==> src/core/decode_pkg.sv <==
/*
 * Constants, encodings and carrier types for the instruction decoder.
 * Assumes one 100 MHz system clock and a synchronous active-high reset.
 */
package decode_pkg;
    localparam int INSTR_W = 14;
    localparam int DATA_W = 8;
    localparam int ADDR_W = 7;
    // instruction cycle phases
    localparam logic [1:0] PH_FIRST = 2'h0;
    localparam logic [1:0] PH_READ = 2'h1;
    localparam logic [1:0] PH_LAST = 2'h3;
    localparam logic [1:0] PH_WRITE = 2'h3;
    // field positions
    localparam int FAM_HI = 13;
    localparam int FAM_LO = 12;
    localparam int D_BIT = 7;
    localparam int F_HI = 6;
    localparam int F_LO = 0;
    localparam int B_HI = 9;
    localparam int B_LO = 7;
    localparam int BOP_HI = 11;
    localparam int BOP_LO = 10;
    localparam int IM_DIR = 3;
    localparam int IM_N = 2;
    localparam int IM_MM_HI = 1;
    localparam int IM_MM_LO = 0;
    localparam int IO_N = 6;
    // bit-family operations
    localparam logic [1:0] BOP_CLR = 2'h0;
    localparam logic [1:0] BOP_SET = 2'h1;
    localparam logic [1:0] BOP_SKC = 2'h2;
    localparam logic [1:0] BOP_SKS = 2'h3;
    // value / mask pairs; masked-out bits are don't-care
    localparam logic [13:0] NOP_WORD = 14'h0000;
    localparam logic [13:0] CTL_VAL = 14'h0000;
    localparam logic [13:0] CTL_MSK = 14'h3f80;
    localparam logic [13:0] RET_VAL = 14'h0008;
    localparam logic [13:0] IEX_VAL = 14'h0009;
    localparam logic [13:0] CLA_VAL = 14'h000a;
    localparam logic [13:0] JAO_VAL = 14'h000b;
    localparam logic [13:0] FULL_MSK = 14'h3fff;
    localparam logic [13:0] IMV_VAL = 14'h0010;
    localparam logic [13:0] IMV_MSK = 14'h3ff0;
    localparam logic [13:0] DSZ_VAL = 14'h0b00;
    localparam logic [13:0] ISZ_VAL = 14'h0f00;
    localparam logic [13:0] OP_MSK = 14'h3f00;
    localparam logic [13:0] CALL_VAL = 14'h2000;
    localparam logic [13:0] AJMP_VAL = 14'h2800;
    localparam logic [13:0] CJ_MSK = 14'h3800;
    localparam logic [13:0] XLIT_VAL = 14'h3400;
    localparam logic [13:0] XLIT_MSK = 14'h3c00;
    localparam logic [13:0] RJMP_VAL = 14'h3200;
    localparam logic [13:0] RJMP_MSK = 14'h3e00;
    localparam logic [13:0] IOFS_VAL = 14'h3f00;
    localparam logic [6:0] IND0_ADDR = 7'h00;
    localparam logic [6:0] IND1_ADDR = 7'h01;
    localparam logic [7:0] ZERO_AFTER_DEC = 8'h01;
    localparam logic [7:0] ZERO_AFTER_INC = 8'hff;

    typedef enum logic [1:0] {fam_byte, fam_bit, fam_lit} fam_type;
    typedef enum logic [2:0] {
        flow_seq, flow_call, flow_ret, flow_jump, flow_skip
    } flow_type;
    typedef enum logic [2:0] {
        sk_none, sk_bclr, sk_bset, sk_dec, sk_inc
    } skip_type;
    typedef enum logic [1:0] {exec_st, ind_st, flush_st} st_type;

    typedef struct packed {
        fam_type fam;
        flow_type flow;
        skip_type skip;
        logic file_ref;
        logic dsel;
        logic wr_file;
        logic wr_acc;
        logic ind_ref;
        logic ind_move;
        logic ptr_sel;
        logic [1:0] ptr_mode;
        logic [6:0] addr;
        logic [2:0] bitp;
    } dec_type;

    typedef struct packed {
        logic cyc_start;
        logic fetch_req;
        logic rd_en;
        logic wr_file;
        logic wr_acc;
        logic flush;
        logic stall;
        logic skip_taken;
        fam_type fam;
        flow_type flow;
        logic [6:0] file_addr;
        logic [2:0] bit_pos;
        logic ind_move;
        logic ptr_sel;
        logic [1:0] ptr_mode;
    } dec_out_type;
endpackage

==> src/core/instr_decode_timing.sv <==
/*
 * Instruction decoder and instruction-cycle sequencer.
 * Assumes program memory presents a word while fetch_req is high and the
 * file register space returns read data in the cycle rd_en is high, both
 * on sys_clk.
 */
`timescale 1ns/1ps
module instr_decode_timing (
    input wire logic sys_clk,
    input wire logic sys_rst,
    input wire logic [13:0] instr_word,
    input wire logic instr_valid,
    input wire logic [7:0] file_rdata,
    input wire logic [1:0] ptr_in_prog,
    output decode_pkg::dec_out_type dec_out
);
    typedef struct packed {
        decode_pkg::st_type st;
        logic [1:0] q;
        logic [13:0] instr;
        logic [7:0] rdata;
        logic two_pend;
        decode_pkg::dec_out_type o;
    } state_type;

    state_type s_r;
    state_type s_nxt;
    decode_pkg::dec_type cur_d;
    decode_pkg::dec_type nxt_d;
    logic taken;
    logic ind_hit;
    logic end_cyc;

    // masked compare: bits outside the mask never affect decoding
    function automatic logic match(input logic [13:0] w,
                                   input logic [13:0] val,
                                   input logic [13:0] msk);
        match = ((w & msk) == (val & msk));
    endfunction

    // classify one word into family, flow class and operand fields
    function automatic decode_pkg::dec_type decode_word(
        input logic [13:0] w);
        decode_pkg::dec_type r;
        r = '0;
        r.flow = decode_pkg::flow_seq;
        r.skip = decode_pkg::sk_none;
        r.addr = w[decode_pkg::F_HI:decode_pkg::F_LO];
        r.bitp = w[decode_pkg::B_HI:decode_pkg::B_LO];
        // family from the top two bits
        if (w[decode_pkg::FAM_HI]) begin
            r.fam = decode_pkg::fam_lit;
        end else if (w[decode_pkg::FAM_LO]) begin
            r.fam = decode_pkg::fam_bit;
        end else begin
            r.fam = decode_pkg::fam_byte;
        end
        case (r.fam)
            decode_pkg::fam_bit: begin
                r.file_ref = 1'b1;
                case (w[decode_pkg::BOP_HI:decode_pkg::BOP_LO])
                    decode_pkg::BOP_CLR, decode_pkg::BOP_SET: begin
                        r.wr_file = 1'b1;
                    end
                    decode_pkg::BOP_SKC: begin
                        r.skip = decode_pkg::sk_bclr;
                        r.flow = decode_pkg::flow_skip;
                    end
                    default: begin
                        r.skip = decode_pkg::sk_bset;
                        r.flow = decode_pkg::flow_skip;
                    end
                endcase
            end
            decode_pkg::fam_byte: begin
                if (match(w, decode_pkg::CTL_VAL, decode_pkg::CTL_MSK)) begin
                    // control words; only the indirect move has a file operand
                    if (match(w, decode_pkg::RET_VAL, decode_pkg::FULL_MSK)
                        || match(w, decode_pkg::IEX_VAL,
                                 decode_pkg::FULL_MSK)) begin
                        r.flow = decode_pkg::flow_ret;
                    end else if (match(w, decode_pkg::CLA_VAL,
                                       decode_pkg::FULL_MSK)) begin
                        r.flow = decode_pkg::flow_call;
                    end else if (match(w, decode_pkg::JAO_VAL,
                                       decode_pkg::FULL_MSK)) begin
                        r.flow = decode_pkg::flow_jump;
                    end else if (match(w, decode_pkg::IMV_VAL,
                                       decode_pkg::IMV_MSK)) begin
                        r.file_ref = 1'b1;
                        r.ind_move = 1'b1;
                        r.ptr_sel = w[decode_pkg::IM_N];
                        r.ptr_mode =
                            w[decode_pkg::IM_MM_HI:decode_pkg::IM_MM_LO];
                        r.wr_file = w[decode_pkg::IM_DIR];
                        r.wr_acc = ~w[decode_pkg::IM_DIR];
                    end
                end else begin
                    // read-modify-write on f, result routed by d
                    r.file_ref = 1'b1;
                    r.dsel = 1'b1;
                    r.wr_file = w[decode_pkg::D_BIT];
                    r.wr_acc = ~w[decode_pkg::D_BIT];
                    if (match(w, decode_pkg::DSZ_VAL,
                              decode_pkg::OP_MSK)) begin
                        r.skip = decode_pkg::sk_dec;
                        r.flow = decode_pkg::flow_skip;
                    end else if (match(w, decode_pkg::ISZ_VAL,
                                       decode_pkg::OP_MSK)) begin
                        r.skip = decode_pkg::sk_inc;
                        r.flow = decode_pkg::flow_skip;
                    end
                end
            end
            default: begin
                if (match(w, decode_pkg::CALL_VAL, decode_pkg::CJ_MSK)) begin
                    r.flow = decode_pkg::flow_call;
                end else if (match(w, decode_pkg::AJMP_VAL,
                                   decode_pkg::CJ_MSK)
                             || match(w, decode_pkg::RJMP_VAL,
                                      decode_pkg::RJMP_MSK)) begin
                    r.flow = decode_pkg::flow_jump;
                end else if (match(w, decode_pkg::XLIT_VAL,
                                   decode_pkg::XLIT_MSK)) begin
                    r.flow = decode_pkg::flow_ret;
                    r.wr_acc = 1'b1;
                end else if (match(w, decode_pkg::IOFS_VAL,
                                   decode_pkg::OP_MSK)) begin
                    r.file_ref = 1'b1;
                    r.ind_ref = 1'b1;
                    r.ptr_sel = w[decode_pkg::IO_N];
                    r.wr_acc = 1'b1;
                end
            end
        endcase
        // file operand 0 or 1 goes through an indirect data port
        if (r.ind_move) begin
            r.ind_ref = 1'b1;
        end else if (r.file_ref && !r.ind_ref
                     && r.fam != decode_pkg::fam_lit) begin
            r.ind_ref = (r.addr == decode_pkg::IND0_ADDR)
                        || (r.addr == decode_pkg::IND1_ADDR);
            r.ptr_sel = r.addr[0];
        end
        decode_word = r;
    endfunction

    // skip condition from the value read in the read phase
    function automatic logic skip_eval(input decode_pkg::skip_type k,
                                       input logic [7:0] v,
                                       input logic [2:0] b);
        case (k)
            decode_pkg::sk_bclr: skip_eval = ~v[b];
            decode_pkg::sk_bset: skip_eval = v[b];
            decode_pkg::sk_dec: skip_eval = (v == decode_pkg::ZERO_AFTER_DEC);
            decode_pkg::sk_inc: skip_eval = (v == decode_pkg::ZERO_AFTER_INC);
            default: skip_eval = 1'b0;
        endcase
    endfunction

    // next-state: phase counter, cycle sequencing, output strobes
    always_comb begin
        s_nxt = s_r;
        cur_d = decode_word(s_r.instr);
        taken = skip_eval(cur_d.skip, s_r.rdata, cur_d.bitp);
        ind_hit = cur_d.ind_ref && ptr_in_prog[cur_d.ptr_sel];
        end_cyc = (s_r.q == decode_pkg::PH_LAST);
        s_nxt.q = s_r.q + 2'h1; // four phases per cycle
        if (s_r.st == decode_pkg::exec_st && s_r.o.rd_en) begin
            s_nxt.rdata = file_rdata;
        end
        if (end_cyc) begin
            s_nxt.o.skip_taken = 1'b0;
            case (s_r.st)
                decode_pkg::exec_st: begin
                    s_nxt.o.skip_taken = taken;
                    s_nxt.two_pend = (cur_d.flow != decode_pkg::flow_seq)
                                     && (cur_d.flow != decode_pkg::flow_skip
                                         || taken);
                    if (ind_hit) begin
                        s_nxt.st = decode_pkg::ind_st;
                    end else if (s_nxt.two_pend) begin
                        s_nxt.st = decode_pkg::flush_st;
                    end else begin
                        s_nxt.st = decode_pkg::exec_st;
                    end
                end
                decode_pkg::ind_st: begin
                    s_nxt.st = s_r.two_pend ? decode_pkg::flush_st
                                            : decode_pkg::exec_st;
                end
                default: begin
                    s_nxt.st = decode_pkg::exec_st;
                end
            endcase
            s_nxt.two_pend = (s_nxt.st == decode_pkg::ind_st)
                             && s_nxt.two_pend;
            if (s_nxt.st == decode_pkg::exec_st) begin
                // whole 14-bit word taken at once
                s_nxt.instr = instr_valid ? instr_word : decode_pkg::NOP_WORD;
            end
        end
        nxt_d = decode_word(s_nxt.instr);
        s_nxt.o.cyc_start = (s_nxt.q == decode_pkg::PH_FIRST);
        s_nxt.o.fetch_req = (s_nxt.q == decode_pkg::PH_LAST);
        // read always precedes any write of the file
        s_nxt.o.rd_en = (s_nxt.st == decode_pkg::exec_st) && nxt_d.file_ref
                        && (s_nxt.q == decode_pkg::PH_READ);
        s_nxt.o.wr_file = (s_nxt.st == decode_pkg::exec_st) && nxt_d.wr_file
                          && (s_nxt.q == decode_pkg::PH_WRITE);
        s_nxt.o.wr_acc = (s_nxt.st == decode_pkg::exec_st) && nxt_d.wr_acc
                         && (s_nxt.q == decode_pkg::PH_WRITE);
        s_nxt.o.flush = (s_nxt.st == decode_pkg::flush_st);
        s_nxt.o.stall = (s_nxt.st == decode_pkg::ind_st);
        s_nxt.o.fam = nxt_d.fam;
        s_nxt.o.flow = nxt_d.flow;
        s_nxt.o.file_addr = nxt_d.addr;
        s_nxt.o.bit_pos = nxt_d.bitp;
        s_nxt.o.ind_move = nxt_d.ind_move;
        s_nxt.o.ptr_sel = nxt_d.ptr_sel;
        s_nxt.o.ptr_mode = nxt_d.ptr_mode;
    end

    // state register
    always_ff @(posedge sys_clk) begin
        if (sys_rst) begin
            s_r <= '0;
            s_r.st <= decode_pkg::exec_st;
            s_r.o.cyc_start <= 1'b1;
        end else begin
            s_r <= s_nxt;
        end
    end

    assign dec_out = s_r.o;
endmodule // instr_decode_timing

==> config.mk <==
export PLATFORM = sky130hd
export DESIGN_NAME = instr_decode_timing
export DESIGN_NICKNAME = d
export VERILOG_FILES = /design/src/core/decode_pkg.sv /design/src/core/instr_decode_timing.sv
export SDC_FILE = /design/constraint.sdc
export NUM_CORES = 1
export LEC_CHECK = 0
export BUFFER_PORTS_ARGS = -buffer_cell sky130_fd_sc_hd__buf_4
export CAP_MARGIN = 20
export CORE_MARGIN = 3
export CORE_UTILIZATION = 55
export CTS_BUF_LIST = sky130_fd_sc_hd__clkbuf_4 sky130_fd_sc_hd__clkbuf_8
export CTS_CLUSTER_SIZE = 12
export DETAILED_ROUTE_END_ITERATION = 12
export GPL_ROUTABILITY_DRIVEN = 0
export PLACE_DENSITY_LB_ADDON = 0.08
export SYNTH_ARGS = -nofsm -noshare
export SYNTH_HDL_FRONTEND = slang
export SYNTH_SLANG_ARGS = --single-unit
==> constraint.sdc <==
create_clock -name sys_clk -period 6.3 [get_ports sys_clk]
set_input_delay 0.315 -clock sys_clk [delete_from_list [all_inputs] [get_ports sys_clk]]
set_output_delay 0.315 -clock sys_clk [all_outputs]
set_load 0.02 [all_outputs]
Yosys cells after proc, flatten, opt, wreduce, memory -nomap -nowiden
Index checks and enable logic that the tools add are counted.
- add/sub/neg operators: 1
- magnitude comparators: 2
- equal/unequal tests: 47
- multiplexer cells: 112
- bitwise operators: 6
- reductions and logical operators: 39
- operators by type and width (operator ; number):
    equality test 14 x 4 -> 1 bit, second input constant ; 8
    2-to-1 mux 2 bit ; 28
    2-to-1 mux 1 bit ; 50
    2-to-1 mux 14 bit ; 3
    2-to-1 mux 4 bit ; 10
    zero test 14 bit ; 2
    equality test 6 x 4 -> 1 bit, second input constant ; 4
    2-to-1 mux 6 bit ; 4
    case mux 6 bit (2 select lines) ; 2
    equality test 10 x 1 -> 1 bit, second input constant ; 2
    case mux 3 bit (2 select lines) ; 3
    equality test 2 x 1 -> 1 bit, second input constant ; 8
    zero test 2 bit ; 8
    equality test 3 bit, second input constant ; 5
    logical AND 1 bit ; 14
    equality test 6 bit, second input constant ; 2
    case mux 1 bit (2 select lines) ; 6
    equality test 2 bit, second input constant ; 5
    equality test 5 bit, second input constant ; 2
    2-to-1 mux 3 bit ; 3
    equality test 4 bit, second input constant ; 2
    equality test 8 x 1 -> 1 bit, second input constant ; 1
    equality test 8 bit, second input constant ; 1
    OR reduction 2 bit ; 4
    other kinds (17) ; 30
- register bits after elaboration: 54
- output and inout bits: 27
- word-level logic and storage cells: 227

Depth between registers and ports, before layout
- word-level depth: 31
- mapped depth: 12
- mapped depth without buffers: 8

Least setup slack after synthesis
No wires, ideal clock.
- path type: reg2reg
- start point: reg s_r[47] in the netlist's numbering
- end point: reg s_r (netlist bit dec_out[24])
- setup time: 0.116 ns
- arrival time: 2.519 ns
- required time: 6.184 ns
- setup slack: 3.666 ns
- cell stages (with the launch flop): 10
- buffers on the path: 2
- period minus slack after synthesis: 2.634 ns
- cell sequence: dfxtp_1 buf_6 or4_1 buf_2 o211a_1 o21ai_0 nand4_2 or4b_4 and4b_1 and3_1
- longest elaborated chain between the ends: 29
- elaborated cells on any way between the ends: 115
- ends and longest elaborated chain (element ; line ; source):
    from (decl) ; instr_decode_timing.sv:26 ; state_type s_r;
    from (signal assigned) ; instr_decode_timing.sv:231 ; s_r <= s_nxt;
    equality test 10 x 1 -> 1 bit or equality test 6 bit (tied branches) ; instr_decode_timing.sv:38 ; match = ((w & msk) == (val & msk));
    2-to-1 mux 1 bit or 2-to-1 mux 2 bit (tied branches) ; instr_decode_timing.sv:88, instr_decode_timing.sv:127 ;
    2-to-1 mux 1 bit, on equally long branches ; instr_decode_timing.sv:85, instr_decode_timing.sv:123 ;
    2-to-1 mux 1 bit, on equally long branches ; instr_decode_timing.sv:82, instr_decode_timing.sv:118 ;
    2-to-1 mux 1 bit, on equally long branches ; instr_decode_timing.sv:78, instr_decode_timing.sv:116 ;
    2-to-1 mux 1 bit, on equally long branches ; instr_decode_timing.sv:76, instr_decode_timing.sv:58 ;
    case mux 1 bit (2 select lines) or zero test 1 bit (tied branches) ; instr_decode_timing.sv:58, instr_decode_timing.sv:139 ;
    logical AND 1 bit ; instr_decode_timing.sv:139 ; end else if (r.file_ref && !r.ind_ref
    [13 not listed] ; -- ;
    2-to-1 mux 1 bit ; instr_decode_timing.sv:88 ; end else if (match(w, decode_pkg::IMV_VAL,
    2-to-1 mux 1 bit ; instr_decode_timing.sv:85 ; end else if (match(w, decode_pkg::JAO_VAL,
    2-to-1 mux 1 bit ; instr_decode_timing.sv:82 ; end else if (match(w, decode_pkg::CLA_VAL,
    2-to-1 mux 1 bit ; instr_decode_timing.sv:78 ; if (match(w, decode_pkg::RET_VAL, decode_pkg::FULL_MSK)
    2-to-1 mux 1 bit ; instr_decode_timing.sv:76 ; if (match(w, decode_pkg::CTL_VAL, decode_pkg::CTL_MSK)) begin
    case mux 1 bit (2 select lines) ; instr_decode_timing.sv:58 ; case (r.fam)
    logical AND 1 bit (*) ; instr_decode_timing.sv:207 ; s_nxt.o.rd_en = (s_nxt.st == decode_pkg::exec_st) && nxt_d.file_ref
    logical AND 1 bit (*) ; instr_decode_timing.sv:208 ; && (s_nxt.q == decode_pkg::PH_READ);
Every way passes the cells marked *; elsewhere a longest branch is shown, timed or not. The select of a mux whose other input is x is not followed.
A chain may end at the register's enable or synchronous reset.

Final worst setup path
- start point: reg s_r[47] in the netlist's numbering
- end point: reg s_r (netlist bit dec_out[22])
- longest elaborated chain between the ends: 29
- elaborated cells on any way between the ends: 117
- ends and longest elaborated chain (element ; line ; source):
    equality test 10 x 1 -> 1 bit or equality test 6 bit (tied branches) ; instr_decode_timing.sv:38 ;
    2-to-1 mux 1 bit or 2-to-1 mux 2 bit (tied branches) ; instr_decode_timing.sv:88, instr_decode_timing.sv:127 ;
    2-to-1 mux 1 bit, on equally long branches ; instr_decode_timing.sv:85, instr_decode_timing.sv:123 ;
    2-to-1 mux 1 bit, on equally long branches ; instr_decode_timing.sv:82, instr_decode_timing.sv:118 ;
    2-to-1 mux 1 bit, on equally long branches ; instr_decode_timing.sv:78, instr_decode_timing.sv:116 ;
    2-to-1 mux 1 bit, on equally long branches ; instr_decode_timing.sv:76, instr_decode_timing.sv:58 ;
    case mux 1 bit (2 select lines) or zero test 1 bit (tied branches) ; instr_decode_timing.sv:58, instr_decode_timing.sv:139 ;
    logical AND 1 bit ; instr_decode_timing.sv:139 ;
    [13 not listed] ; -- ;
    2-to-1 mux 2 bit ; instr_decode_timing.sv:88 ;
    2-to-1 mux 2 bit ; instr_decode_timing.sv:85 ;
    2-to-1 mux 2 bit ; instr_decode_timing.sv:82 ;
    2-to-1 mux 2 bit ; instr_decode_timing.sv:78 ;
    2-to-1 mux 2 bit ; instr_decode_timing.sv:76 ;
    case mux 1 bit (2 select lines) ; instr_decode_timing.sv:58 ;
    logical AND 1 bit (*) ; instr_decode_timing.sv:211 ; s_nxt.o.wr_acc = (s_nxt.st == decode_pkg::exec_st) && nxt_d.wr_acc
    logical AND 1 bit (*) ; instr_decode_timing.sv:212 ; && (s_nxt.q == decode_pkg::PH_WRITE);
Marked as above.

==> reports/results.tsv <==
metric	value	unit
setup_tns	0	ns
dpl_worst_slack	3.01	ns
fin_nets	375	
r2r-end	dec_out[22]	
die_y	74.4	um
avgViaCountPerCell	5.85	
die_x	74.4	um
grt_setup_unrepaired	no	
grt_pass1_vias	1963	
clk_pin_slew	0.08	ns
drtAntennaViolNets	0	
placed_area	0.00273	mm2
pin_count	54	
synth_area_leaders	dfxtp_1, buf_4, nand2_1	
drt_iter0_markers	144	
status	complete, no violations	
overflow	0	
synth-edff-count	0	
cts_root_buffer	clkbuf_8	
syn2layout_area_growth	9.68	%
rows	24	
grt_util_all_layers	21.9	%
grt_pass1_wl	9400	um
crit_slowest_cell	a31oi_2	
antenna_cells	0	
cp-start-kind	flip-flop	
fin_cells	397	
tightestPinTransition	1.04	ns
cts_sinks	43	
slowest_delay	0.89	ns
synth_cells	332	
routed-via-count	2322	
area.sequential	861	um2
synth_warnings	0	
power-per-cell-area	191	mW/mm2
multi_input_area	0.00137	mm2
synth_cell_type_count	58	
drc	0	
antenna_found_initial	0	
worstPathMaxFanout	22	
ys_seq_elements	43	
fin_skew	0.00608	ns
fin_util	63.5	%
slew_violations	0	
synth.top_cell.area_share	33.5	%
crit_chain	or4_1 -> o211a_1 -> o21ai_0 -> nand4_2 -> a31oi_2 -> nor3_1 -> nor4bb_1	
min_from	file_rdata[1]	
worstReg2RegStart	s_r[47]	
max_cap_viol_count	0	
setup_viol	0	
fin_area	0.00282	mm2
hold_viol_final	0	
placed_cells	389	
worstSetupPathType	reg -> reg	
nFillCells	432	
fin_ws	2.97	ns
cts_hold_buf	0	
ff2ff_path_depth	7	
async_flop_share	0	%
total_power	0.539	mW
cts_setup_buffers	0	
leakage	1.08	nW
fin_crit_sh	52.8	%
drive_gt1_share	20.9	%
hold_depth	3	
postSynthAreaPerCell	7.75	um2
cts_tree	done	
synthesis.area	0.00257	mm2
clk_path_buf_depth	2	
hpwl	4380	um
firstDrtPassIters	5	
numPortBuffers	53	
synth_ff_type	dfxtp_1	
cp.arrival	3.51	ns
hold_slack	0.263	ns
dieArea	0.00553	mm2
synth_nets	363	
clk_latency	0.30	ns
synth.largest_area_cell	dfxtp_1	
period_minus_slack	3.33	ns
coreArea	0.00444	mm2
wl_per_cell	14.9	um
ir_drop	106	uV
max_freq	301	MHz
required	6.49	ns
reg2reg_slack	2.97	ns
start_util	57.9	%
hold_path.class	in -> reg	
cts_buffers	5	
min_to	s_r[29]	
yosysSeqAreaShare	33.5	%
slew_headroom	30.4	%
cp-end-kind	flip-flop	
cts_resized	0	
grt_max_degree	43	
h-tree-depth	2	
wl	5910	um
==> synth_stat cells, types with 3 or more instances <==
cell / number
a21oi_1: 30
a311oi_1: 3
and2_1: 5
buf_2: 5
buf_4: 27
clkbuf_1: 13
dfxtp_1: 43
ha_1: 4
inv_1: 10
mux2i_1: 11
nand2_1: 48
nand2b_1: 5
nand3_1: 16
nand4_1: 5
nor2_1: 21
nor2b_1: 6
nor3_1: 15
nor4_1: 7
o21ai_0: 9
==> worst max-delay path by stage <==
| stage | slack (ns) | startpoint | endpoint | cells past startpoint |
|---|---|---|---|---|
| floorplan | 3.67 | s_r[47] | dec_out[24] | 9 |
| global placement | 3.13 | s_r[47] | dec_out[22] | 8 |
| detailed placement | 3.01 | s_r[47] | dec_out[22] | 8 |
| CTS | 3.01 | s_r[47] | dec_out[22] | 8 |
| global route | 2.61 | s_r[47] | dec_out[22] | 8 |
| finish | 2.97 | s_r[47] | dec_out[22] | 7 |
==> critical path, delay by kind of cell, from the launching register on <==
kind | cells | cell delay (ns)
DFF | 1 | 0.40
and+or+nand+nor | 4 | 1.42
AOI/OAI and AO/OA | 3 | 1.39
==> layout by cell type, fill, tap and decap left out, types with 3 or more instances in the layout <==
master / Yosys / routed
nor2_1: 21 / 21
nand2_1: 48 / 48
a21oi_1: 30 / 30
nand4_1: 5 / 5
dfxtp_1: 43 / 43
inv_1: 10 / 10
buf_4: 27 / 53
clkbuf_8: 0 / 5
o21ai_0: 9 / 9
ha_1: 4 / 4
nor2b_1: 6 / 6
nor3_1: 15 / 15
mux2i_1: 11 / 11
a311oi_1: 3 / 3
nand2b_1: 5 / 5
and2_1: 5 / 5
nand3_1: 16 / 16
nor4_1: 7 / 7
==> layout make-up <==
class | instances | area share [%]
clock buffers | 6 | 2.71
clock inverters | 2 | 0.443
inverters | 10 | 1.33
multi-input cells | 231 | 48.6
flip-flops and latches | 43 | 30.5
well taps | 52 | 2.31
repair buffers | 53 | 14.1
==> flip-flops by register name, summed over array words and instances (netlist names) <==
signal / count
cur_d: 10
s_r: 17
dec_out: 16
==> routing by layer <==
metal / global-route usage, % / vias up / share of wire, %
li1: - / 1162 / -
met1: 29.3 / 1056 / 45
met2: 34.3 / 89 / 46
met3: 4.46 / 15 / 6.2
met4: 8.89 / 0 / 2.6
met5: 0 / - / 0
==> power breakdown <==
part | total [mW] | internal [mW] | switching [mW]
sequential | 0.286 | 0.279 | 0.00765
combinational | 0.0800 | 0.0347 | 0.0453
clock | 0.173 | 0.0817 | 0.0911
total | 0.539 | 0.395 | 0.144
==> kinds of logic after synthesis <==
kind of cell / share of synthesized area (%)
simple gates: 29.8
flops: 33.5
fa+ha+maj: 1.95
compound gates: 16.0
mux: 5.59
buf+inv: 13.2
Power figures use the tool's default switching activity.
